`config.mk`:
```
export PLATFORM = sky130hd
export DESIGN_NAME = cca_top
export DESIGN_NICKNAME = d
export VERILOG_FILES = /design/src/cca_pkg.sv /design/src/cca_top.sv
export SDC_FILE = /design/constraint.sdc
export NUM_CORES = 1
export LEC_CHECK = 0
export ABC_CLOCK_PERIOD_IN_PS = 2600
export BUFFER_PORTS_ARGS = -buffer_cell sky130_fd_sc_hd__buf_2
export CORE_ASPECT_RATIO = 1.4
export CORE_MARGIN = 4
export CORE_UTILIZATION = 40
export CTS_CLUSTER_SIZE = 12
export DETAILED_ROUTE_END_ITERATION = 8
export PLACE_DENSITY = 0.67
export REMOVE_ABC_BUFFERS = 1
export SLEW_MARGIN = 5
export SYNTH_ARGS = -nofsm -noshare
export SYNTH_HDL_FRONTEND = slang
export SYNTH_SLANG_ARGS = --single-unit
```
`constraint.sdc`:
```
create_clock -name core_clk -period 2.6 [get_ports core_clk]
set_clock_uncertainty 0.1 [all_clocks]
set_input_delay 0.65 -clock core_clk [delete_from_list [all_inputs] [get_ports core_clk]]
set_output_delay 0.65 -clock core_clk [all_outputs]
set_load 0.1 [all_outputs]
```
`src/cca_pkg.sv`:
```
package cca_pkg;
	// Structure
	localparam int NUM_MOD = 5;
	localparam int WD_MOD = 4;
	localparam int ADDR_W = 8;
	localparam int SEL_W = 3;
	localparam int MODE_W = 3;
	localparam int MODE_REG_W = 5;
	// Byte offsets of the register map
	localparam logic [7:0] OFS_CTRL = 8'h00;
	localparam logic [7:0] OFS_COUNT = 8'h04;
	localparam logic [7:0] OFS_MODE0 = 8'h10;
	localparam logic [7:0] OFS_CMP0 = 8'h30;
	localparam logic [7:0] OFS_WD_CTRL = 8'h50;
	localparam logic [7:0] OFS_WD_KICK = 8'h54;
	localparam logic [7:0] OFS_STAT = 8'h58;
	localparam logic [7:0] OFS_CLR = 8'h5C;
	localparam logic [7:0] OFS_INTEN = 8'h60;
	// Field positions
	localparam int CTRL_RUN_BIT = 0;
	localparam int CTRL_SEL_LSB = 1;
	localparam int MODE_LSB = 0;
	localparam int CAP_POS_BIT = 3;
	localparam int CAP_NEG_BIT = 4;
	localparam int WD_EN_BIT = 0;
	localparam int WD_LOCK_BIT = 1;
	localparam int STAT_OVF_BIT = 0;
	localparam int STAT_MOD_LSB = 1;
	// Reset values
	localparam logic [15:0] CMP_RST = 16'h0000;
	localparam logic [15:0] WD_CMP_RST = 16'hFF00;
	localparam logic [15:0] COUNT_RST = 16'h0000;
	// Time base dividers
	localparam logic [3:0] DIV_SYS12 = 4'hC;
	localparam logic [1:0] DIV_SYS4_M1 = 2'h3;
	localparam logic [2:0] DIV_XOSC_M1 = 3'h7;
	typedef enum logic [2:0] {
		SRC_SYS12, SRC_SYS4, SRC_T0, SRC_ECI, SRC_SYS, SRC_XOSC8
	} cca_src_e;
	typedef enum logic [2:0] {
		MD_OFF, MD_CAPTURE, MD_SWTIMER, MD_HSO, MD_PWM8, MD_PWM16, MD_FREQ
	} cca_mode_e;
endpackage

```
`src/cca_top.sv`:
```
// Chosen here: register access over Avalon-MM and the placing of the registers.
`timescale 1ns/1ps
module cca_top
(
	// Clock and reset
	input wire logic core_clk,
	input wire logic arst_n,
	// Avalon-MM slave
	input wire logic [cca_pkg::ADDR_W-1:0] avs_address,
	input wire logic avs_read,
	input wire logic avs_write,
	input wire logic [31:0] avs_writedata,
	output logic [31:0] avs_readdata,
	output logic avs_waitrequest,
	// Time base sources and debug
	input wire logic timer0_ovf,
	input wire logic ext_count_input,
	input wire logic ext_osc_clk,
	input wire logic core_halted,
	// Crossbar side of the modules
	input wire logic [cca_pkg::NUM_MOD-1:0] cap_in,
	output logic [cca_pkg::NUM_MOD-1:0] cmp_out,
	// System
	output logic irq,
	output logic module_watchdog_rst
);
	import cca_pkg::*;

	function automatic logic hit(input logic [7:0] a, input logic [7:0] ofs);
		return a == ofs;
	endfunction

	function automatic logic [7:0] mod_ofs(input logic [7:0] base, input int k);
		return base + 8'(4 * k);
	endfunction

	// Bus handshake: one wait cycle, write commits on the released edge
	logic ack_q;
	logic [31:0] readdata_q;
	logic [31:0] rdata;
	wire req = avs_read | avs_write;
	wire wr_en = avs_write & ack_q;
	assign avs_waitrequest = req & ~ack_q;
	assign avs_readdata = readdata_q;

	// Registers
	logic ctrl_run_q;
	logic [SEL_W-1:0] ctrl_sel_q;
	logic [15:0] count_q;
	logic wd_en_q;
	logic wd_lock_q;
	logic [NUM_MOD:0] stat_q;
	logic [NUM_MOD:0] inten_q;
	logic irq_q;
	logic wd_rst_q;
	logic [MODE_REG_W-1:0] mode_q [NUM_MOD];
	logic [15:0] cp_q [NUM_MOD];
	logic [NUM_MOD-1:0] out_q;
	logic [NUM_MOD-1:0] mod_ev;

	// Pin synchronisers, third stage only for edge detection
	logic [1:0] eci_s_q;
	logic eci_d_q;
	logic [1:0] xosc_s_q;
	logic xosc_d_q;
	logic [NUM_MOD-1:0] cap_s1_q;
	logic [NUM_MOD-1:0] cap_s2_q;
	logic [NUM_MOD-1:0] cap_d_q;

	always_ff @(posedge core_clk or negedge arst_n)
	begin
		if (!arst_n)
		begin
			eci_s_q <= 2'h0;
			eci_d_q <= 1'b0;
			xosc_s_q <= 2'h0;
			xosc_d_q <= 1'b0;
			cap_s1_q <= '0;
			cap_s2_q <= '0;
			cap_d_q <= '0;
		end
		else
		begin
			eci_s_q <= {eci_s_q[0], ext_count_input};
			eci_d_q <= eci_s_q[1];
			xosc_s_q <= {xosc_s_q[0], ext_osc_clk};
			xosc_d_q <= xosc_s_q[1];
			cap_s1_q <= cap_in;
			cap_s2_q <= cap_s1_q;
			cap_d_q <= cap_s2_q;
		end
	end

	wire eci_rise = eci_s_q[1] & ~eci_d_q;
	// Sampled oscillator must stay below half of core_clk
	wire xosc_rise = xosc_s_q[1] & ~xosc_d_q;
	wire [NUM_MOD-1:0] cap_rise = cap_s2_q & ~cap_d_q;
	wire [NUM_MOD-1:0] cap_fall = ~cap_s2_q & cap_d_q;

	// Prescalers
	logic [3:0] pre12_q;
	logic [1:0] pre4_q;
	logic [2:0] xosc_cnt_q;
	wire tick12 = pre12_q == DIV_SYS12 - 4'h1;
	wire tick4 = pre4_q == DIV_SYS4_M1;
	wire tick_x8 = xosc_rise & (xosc_cnt_q == DIV_XOSC_M1);

	always_ff @(posedge core_clk or negedge arst_n)
	begin
		if (!arst_n)
		begin
			pre12_q <= 4'h0;
			pre4_q <= 2'h0;
			xosc_cnt_q <= 3'h0;
		end
		else
		begin
			pre12_q <= tick12 ? 4'h0 : pre12_q + 4'h1;
			pre4_q <= pre4_q + 2'h1;
			if (xosc_rise)
				xosc_cnt_q <= xosc_cnt_q + 3'h1;
		end
	end

	logic src_tick;
	always_comb
	begin
		unique case (cca_src_e'(ctrl_sel_q))
			SRC_SYS12: src_tick = tick12;
			SRC_SYS4: src_tick = tick4;
			SRC_T0: src_tick = timer0_ovf;
			SRC_ECI: src_tick = eci_rise;
			SRC_SYS: src_tick = 1'b1;
			SRC_XOSC8: src_tick = tick_x8;
			default: src_tick = 1'b0;
		endcase
	end

	// Watchdog keeps the time base running even with run cleared
	wire tick = src_tick & (ctrl_run_q | wd_en_q) & ~core_halted;
	wire ovf = tick & (count_q == 16'hFFFF);

	// Register writes
	wire wr_ctrl = wr_en & hit(avs_address, OFS_CTRL);
	wire wr_count = wr_en & hit(avs_address, OFS_COUNT);
	wire wr_wd = wr_en & hit(avs_address, OFS_WD_CTRL);
	wire wr_kick = wr_en & hit(avs_address, OFS_WD_KICK);
	wire wr_clr = wr_en & hit(avs_address, OFS_CLR);
	wire wr_inten = wr_en & hit(avs_address, OFS_INTEN);
	wire [NUM_MOD:0] clr_mask = wr_clr ? avs_writedata[NUM_MOD:0] : '0;
	wire [NUM_MOD:0] ev_all = {mod_ev, ovf};
	wire [NUM_MOD:0] stat_d = (stat_q & ~clr_mask) | ev_all;
	wire wd_timeout = wd_en_q & tick & (count_q[15:8] == cp_q[WD_MOD][15:8])
		& (count_q[7:0] == 8'hFF);

	always_ff @(posedge core_clk or negedge arst_n)
	begin
		if (!arst_n)
		begin
			ack_q <= 1'b0;
			readdata_q <= 32'h0;
			ctrl_run_q <= 1'b0;
			ctrl_sel_q <= '0;
			count_q <= COUNT_RST;
			wd_en_q <= 1'b1;
			wd_lock_q <= 1'b0;
			stat_q <= '0;
			inten_q <= '0;
			irq_q <= 1'b0;
			wd_rst_q <= 1'b0;
		end
		else
		begin
			ack_q <= req & ~ack_q;
			if (avs_read & ~ack_q)
				readdata_q <= rdata;
			if (wr_ctrl)
			begin
				ctrl_run_q <= avs_writedata[CTRL_RUN_BIT];
				ctrl_sel_q <= avs_writedata[CTRL_SEL_LSB +: SEL_W];
			end
			if (wr_count)
				count_q <= avs_writedata[15:0];
			else if (tick)
				count_q <= count_q + 16'h1;
			if (wr_wd)
			begin
				wd_lock_q <= wd_lock_q | avs_writedata[WD_LOCK_BIT];
				wd_en_q <= wd_lock_q | avs_writedata[WD_LOCK_BIT]
					| avs_writedata[WD_EN_BIT];
			end
			stat_q <= stat_d;
			if (wr_inten)
				inten_q <= avs_writedata[NUM_MOD:0];
			irq_q <= |(stat_q & inten_q);
			wd_rst_q <= wd_timeout;
		end
	end

	assign irq = irq_q;
	assign module_watchdog_rst = wd_rst_q;
	assign cmp_out = out_q;

	// Capture/compare modules
	genvar gi;
	generate
		for (gi = 0; gi < NUM_MOD; gi++)
		begin : g_mod
			wire wr_mode = wr_en & hit(avs_address, mod_ofs(OFS_MODE0, gi));
			wire wr_cp = wr_en & hit(avs_address, mod_ofs(OFS_CMP0, gi));
			wire is_wd = (gi == WD_MOD) && wd_en_q;
			wire [MODE_W-1:0] md_raw = mode_q[gi][MODE_LSB +: MODE_W];
			wire [MODE_W-1:0] md = is_wd ? MODE_W'(MD_OFF) : md_raw;
			wire cap_ev = (cap_rise[gi] & mode_q[gi][CAP_POS_BIT])
				| (cap_fall[gi] & mode_q[gi][CAP_NEG_BIT]);
			wire m16 = tick & (count_q == cp_q[gi]);
			wire m8 = tick & (count_q[7:0] == cp_q[gi][7:0]);
			logic ev;
			logic out_d;
			always_comb
			begin
				ev = 1'b0;
				out_d = out_q[gi];
				unique case (cca_mode_e'(md))
					MD_OFF: out_d = 1'b0;
					MD_CAPTURE: ev = cap_ev;
					MD_SWTIMER: ev = m16;
					MD_HSO:
					begin
						ev = m16;
						out_d = out_q[gi] ^ m16;
					end
					MD_PWM8:
					begin
						ev = m8;
						out_d = count_q[7:0] < cp_q[gi][7:0];
					end
					MD_PWM16:
					begin
						ev = m16;
						out_d = count_q < cp_q[gi];
					end
					MD_FREQ:
					begin
						ev = m8;
						out_d = out_q[gi] ^ m8;
					end
					default: out_d = 1'b0;
				endcase
			end
			assign mod_ev[gi] = ev;

			always_ff @(posedge core_clk or negedge arst_n)
			begin
				if (!arst_n)
				begin
					mode_q[gi] <= '0;
					cp_q[gi] <= (gi == WD_MOD) ? WD_CMP_RST : CMP_RST;
					out_q[gi] <= 1'b0;
				end
				else
				begin
					if (wr_mode)
						mode_q[gi] <= avs_writedata[MODE_REG_W-1:0];
					if (wr_cp)
						cp_q[gi] <= avs_writedata[15:0];
					else if ((gi == WD_MOD) && wr_kick)
						cp_q[gi][15:8] <= count_q[15:8] + avs_writedata[7:0];
					else if (md == MODE_W'(MD_CAPTURE) && cap_ev)
						cp_q[gi] <= count_q;
					else if (md == MODE_W'(MD_FREQ) && m8)
						cp_q[gi][7:0] <= cp_q[gi][7:0] + cp_q[gi][15:8];
					out_q[gi] <= out_d;
				end
			end
		end
	endgenerate

	// Read mux; unmapped and write-only offsets read zero
	always_comb
	begin
		rdata = 32'h0;
		if (hit(avs_address, OFS_CTRL))
			rdata = {28'h0, ctrl_sel_q, ctrl_run_q};
		if (hit(avs_address, OFS_COUNT))
			rdata = {16'h0, count_q};
		if (hit(avs_address, OFS_WD_CTRL))
			rdata = {30'h0, wd_lock_q, wd_en_q};
		if (hit(avs_address, OFS_STAT))
			rdata = {26'h0, stat_q};
		if (hit(avs_address, OFS_INTEN))
			rdata = {26'h0, inten_q};
		for (int k = 0; k < NUM_MOD; k++)
		begin
			if (hit(avs_address, mod_ofs(OFS_MODE0, k)))
				rdata = {27'h0, mode_q[k]};
			if (hit(avs_address, mod_ofs(OFS_CMP0, k)))
				rdata = {16'h0, cp_q[k]};
		end
	end
endmodule

```
# Word-level counts from Yosys, hierarchy flattened
# Index checks and enable logic that the tools add are counted.
[word_totals] regBits=209 elab_cells=301
[op_classes] add_sub_neg=10 order_cmp=10 eq_ne=68 mux=53 bitwise=79 reduce_logical=40
[op_table] op="32-bit 2-to-1 mux" count=14
[op_table] op="8-bit 2-to-1 mux" count=17
[op_table] op="16-bit 2-to-1 mux" count=7
[op_table] op="16-bit == test" count=5
[op_table] op="16-bit less-than comparator" count=5
[op_table] op="3-bit == test, second input constant" count=18
[op_table] op="8-bit adder" count=6
[op_table] op="1-bit bitwise AND" count=48
[op_table] op="8-bit by 7-bit == test with 1-bit output, second input constant" count=6
[op_table] op="8-bit == test" count=6
[op_table] op="8-bit by 6-bit == test with 1-bit output, second input constant" count=5
[op_table] op="8-bit less-than comparator" count=5
[op_table] op="3-bit by 2-bit == test with 1-bit output, second input constant" count=12
[op_table] op="8-bit by 5-bit == test with 1-bit output, second input constant" count=4
[op_table] op="1-bit one-hot mux with 5 select lines" count=5
[op_table] op="2-bit OR reduction" count=10
[op_table] op="3-bit by 1-bit == test with 1-bit output, second input constant" count=6
[op_table] op="3-bit nonzero test" count=6
[op_table] op="16-bit by 1-bit adder with 16-bit output, second input constant" count=1
[op_table] op="16-bit == test, second input constant" count=1
[op_table] op="1-bit one-hot mux with 3 select lines" count=5
[op_table] op="3-bit OR reduction" count=5
[op_table] op="6-bit bitwise AND" count=2
[op_table] op="5-bit bitwise AND" count=2
[op_table] op="24 further kinds" count=59

# Longest topological paths before layout
[logic_depth] word_depth=16 ltp_mapped=11

# Worst setup path after synthesis
# No wires, ideal clock.
[synth_path] path_kind="input -> output" start="input avs_write" end="output avs_waitrequest" arrival_ns=1.962 required_ns=1.850 path_slack_ns=-0.112 cell_stages=2 path_buffers=0 cell_sequence="nor2_1 -> nor2_1"
[synth_between] elab_chain_len=2
[synth_rtl] item="from (decl)" line_no="cca_top.sv:11" text="input wire logic avs_write,"
[synth_rtl] item="1-bit bitwise OR" line_no="cca_top.sv:41" text="wire req = avs_read | avs_write;"
[synth_rtl] item="1-bit bitwise AND" line_no="cca_top.sv:43" text="assign avs_waitrequest = req & ~ack_q;"
[synth_rtl] item="to (decl)" line_no="cca_top.sv:14" text="output logic avs_waitrequest,"
# Every way passes these cells.

# Worst setup path in the final report
[layout_path] start="register count_q[7]" end="register cp_q[54] in the netlist's numbering"
[layout_between] elab_chain_len=4
[layout_rtl] item="from (decl)" line_no="cca_top.sv:49" text="logic [15:0] count_q;"
[layout_rtl] item="from (signal assigned)" line_no="cca_top.sv:183" text="count_q <= avs_writedata[15:0];"
[layout_rtl] item="from (signal assigned)" line_no="cca_top.sv:185" text="count_q <= count_q + 16'h1;"
[layout_rtl] item="8-bit == test" line_no="cca_top.sv:217" text="wire m8 = tick & (count_q[7:0] == cp_q[gi][7:0]);"
[layout_rtl] item="1-bit bitwise AND" line_no="cca_top.sv:217"
[layout_rtl] item="1-bit logical AND" line_no="cca_top.sv:271" text="else if (md == MODE_W'(MD_FREQ) && m8)"
[layout_rtl] item="3-bit nonzero test (no source line)"
[layout_rtl] item="to (signal, indexed assignment)" line_no="cca_top.sv:268" text="cp_q[gi][15:8] <= count_q[15:8] + avs_writedata[7:0];"
[layout_rtl] item="to (signal, indexed assignment)" line_no="cca_top.sv:270" text="cp_q[gi] <= count_q;"
[layout_rtl] item="to (signal, indexed assignment)" line_no="cca_top.sv:272" text="cp_q[gi][7:0] <= cp_q[gi][7:0] + cp_q[gi][15:8];"
[layout_rtl] item="to (decl)" line_no="cca_top.sv:57" text="logic [15:0] cp_q [NUM_MOD];"
# Every way passes these cells.
# A chain may end at the register's enable or synchronous reset.

==> metrics.yaml <==
outcome: "finished clean"
r2r-end: "cp_q[54]$_DFFE_PN0P_"
ys_seq_area_share_pct: 34.0
p_total_mw: 9.09
wl_mm: 55.4
cp-end-kind: "flop"
clock_latency_ns: 0.46
fin_nets: 2013
hold_violations: 0
final_cell_mix: "dfrtp_1 (183), buf_4 (169), nand2_1 (154), nor2_1 (143), o21ai_0 (143)"
setup_violations: 0
leakagePower_nw: 7.65
intPower_mw: 5.63
final_common_cell: "dfrtp_1"
die_y_um: 231
drv_slew: 0
vdd_drop_max_v: 0.000359
grt_pass1_vias: 13300
wl_per_cell_um: 24.1
p_sw_share_pct: 38.1
grt_pass1_wl_mm: 82.8
post_dp_cell_area_sq_um: 16200
timing.rr.start: "count_q[7]$_DFFE_PN0P_"
r2r_cells: 6
drc_errors: 0
totalNegativeSetupSlack_ns: 0
tightestPinTransition_ns: 0.614
grt_use_total_pct: 28.4
pwr-share-clk_pct: 29.7
synth_enable_flop_cells: 0
vias_per_cell: 5.95
first_pass_iters: 6
crit_type: "reg2reg"
dpl.hpwl_mm: 42.8
clockRootBuffer: "clkbuf_16"
async_reset_ff_share_pct: 100
coreArea_sq_um: 35100
fin_crit_ns: 2.52
stdcell_area_sq_um: 16900
worstHoldPathType: "in2async"
start_util_pct: 40.6
die-area_sq_um: 38700
cts.clk_slew.worst_paths_ns: 0.08
cp-start-kind: "flop"
htreeDepth: 4
required_ns: 2.85
antenna_found_initial: 1
syn_area_per_cell_sq_um: 8.60
synth_area_leaders: "dfrtp_1 (32%), ha_1 (11%), o21ai_0 (5.1%), a21oi_1 (4.5%), nand2_1 (4.1%)"
grt_max_degree: 53
dieWidth_um: 167
hold_buffers: 0
place_congestion: 1.01
yosys.area.top_type_share_pct: 32.4
numClockSinks: 193
seq_area_sq_um: 4840
crit_fanout: 16
cts_tree: "done"
drive_gt1_share_pct: 19.6
finalNonFillerCells: 2297
syn_area_sq_um: 14200
pwr_density_cell_nw_per_um2: 538
synth_top_cell_by_area: "dfrtp_1"
yosys_register_bits: 193
io_buffers: 60
vias: 13700
max_freq_mhz: 396
syn_to_final_growth_pct: 18.6
pin_count: 93
switchingPower_mw: 3.46
grt_remaining_overflow: 0
multi_input_area_sq_um: 8650
comb_power_share_pct: 30.7
synth_flop_cell: "dfrtp_1"
synth.distinct_cells: 83
max-slew-margin-rel_pct: 58.9
timing.reg2reg.setup_slack_ns: 0.08
synthCells: 1655
fillers: 3452
ant_nets: 0
cts-buffers-inserted: 17
dp_cells: 2258
drtIter0Drc: 1194
cts_buffer_depth: 2
seq_power_share_pct: 39.5
ys_warn_count: 0
cp.arrival_ns: 2.77
finalCritPeriodShare_pct: 97.0
fp-row-count: 81
cap_violations: 0
cells in the mapped netlist, drive strengths merged, types with 5 or more instances:
master	count
mux2	37
buf	45
o22ai	25
nand3b	15
xor2	30
mux2i	42
and3	7
a21o	19
a2111oi	7
nor4	10
a221oi	16
nand2b	15
o21ai	157
inv	104
a31oi	19
a211oi	16
a22oi	9
nor3b	8
o31ai	6
clkbuf	61
o21bai	11
nand4	25
xnor2	25
ha	127
fa	6
a2bb2oi	5
nor3	28
nor2	146
nor2b	18
dfrtp	184
nand2	155
o21a	9
o211ai	37
a21oi	130
or3	5
or4b	5
dfstp	9
nand3	29
o2111ai	6
worst max-delay path by stage:
stage,cells after the start,startpoint,slack (ns),end
after floorplan,6,avs_address[6],-1.38,cp_q[16]$_DFFE_PN0P_
after global placement,8,avs_address[2],-0.24,cp_q[13]$_DFFE_PN1P_
after detailed placement,8,avs_address[1],-0.26,cp_q[13]$_DFFE_PN1P_
after CTS,10,pre12_q[0]$_DFF_PN0_,0.02,cp_q[3]$_DFFE_PN0P_
after global routing,11,xosc_cnt_q[0]$_DFFE_PN0N_,-0.008,cp_q[3]$_DFFE_PN0P_
final,6,count_q[7]$_DFFE_PN0P_,0.08,cp_q[54]$_DFFE_PN0P_
state kept, by name, summed over array words and instances (netlist names), 3 cells and up:
signal / count
avs_readdata: 16
cap_d_q: 5
cap_s1_q: 5
cap_s2_q: 5
cmp_out: 5
count_q: 16
cp_q: 80
ctrl_sel_q: 3
g_mod.md: 12
g_mod.md_raw: 3
inten_q: 6
mode_q: 10
pre12_q: 4
stat_q: 6
xosc_cnt_q: 3
per-layer routing:
| layer | global-route usage (%) | share of wire, % | vias to the layer above | wire [um] |
|---|---|---|---|---|
| li1 | - | - | 6272 | - |
| met1 | 33.6 | 38 | 6661 | 21100 |
| met2 | 47.6 | 48 | 568 | 26500 |
| met3 | 3.79 | 6.1 | 175 | 3380 |
| met4 | 19.6 | 8.1 | 2 | 4490 |
| met5 | 0 | 0.023 | - | 13 |
what timing repair did:
item                                    4_1_cts  5_1_grt
endpoints found under the setup margin        0       40
gates resized for setup                       0       17
setup buffers                                 0        5
worst max-delay path, stage by stage (launching register included):
cell,delay [ns]
dfrtp_1,0.41
ha_1,0.32
nand4_1,0.15
or4_1,0.48
a21o_1,0.20
o31a_2,0.46
a22o_1,0.28
cell families (layout without fill, tap and decap cells):
| logic type | Yosys count | count (layout) | share of synthesized area, % |
|---|---|---|---|
| compound gates | 502 | 502 | 21.9 |
| mux | 79 | 79 | 5.88 |
| simple gates | 482 | 482 | 16.6 |
| flops | 193 | 193 | 34.0 |
| buf+inv | 210 | 380 | 6.25 |
| other cells | 1 | 17 | 0.0263 |
| xor+xnor | 55 | 55 | 3.38 |
| fa+ha+maj | 133 | 133 | 12.0 |
through the flow:
step / hold WS (ns) / worst slack, ns / utilization [%]
2_1_floorplan: 0.231 / -1.38 / -
3_3_place_gp: 0.233 / -0.241 / 46.2
3_5_place_dp: 0.237 / -0.265 / 46.2
4_1_cts: 0.0182 / 0.0213 / 47.8
5_1_grt: 0.0231 / -0.00801 / 48.1
6_report: 0.0189 / 0.0768 / 48.1
power by group through the flow:
stage,combinational [mW],clock [mW],sequential [mW]
2_1_floorplan,1.45,0,3.90
3_3_place_gp,2.68,0,3.64
3_5_place_dp,2.74,0,3.64
4_1_cts,2.75,2.73,3.59
5_1_grt,3.04,2.86,3.61
6_report,2.79,2.70,3.59
cell type report:
cell class              instances  area share [%]
flip-flops and latches        193            28.7
well taps                     456            3.38
clock buffers                  19            2.68
diodes                          1          0.0148
repair buffers                244            10.9
inverters                     104            2.31
clock inverters                13           0.756
multi-input cells            1267            51.2
No activity file was read; power rests on OpenSTA's default activity.
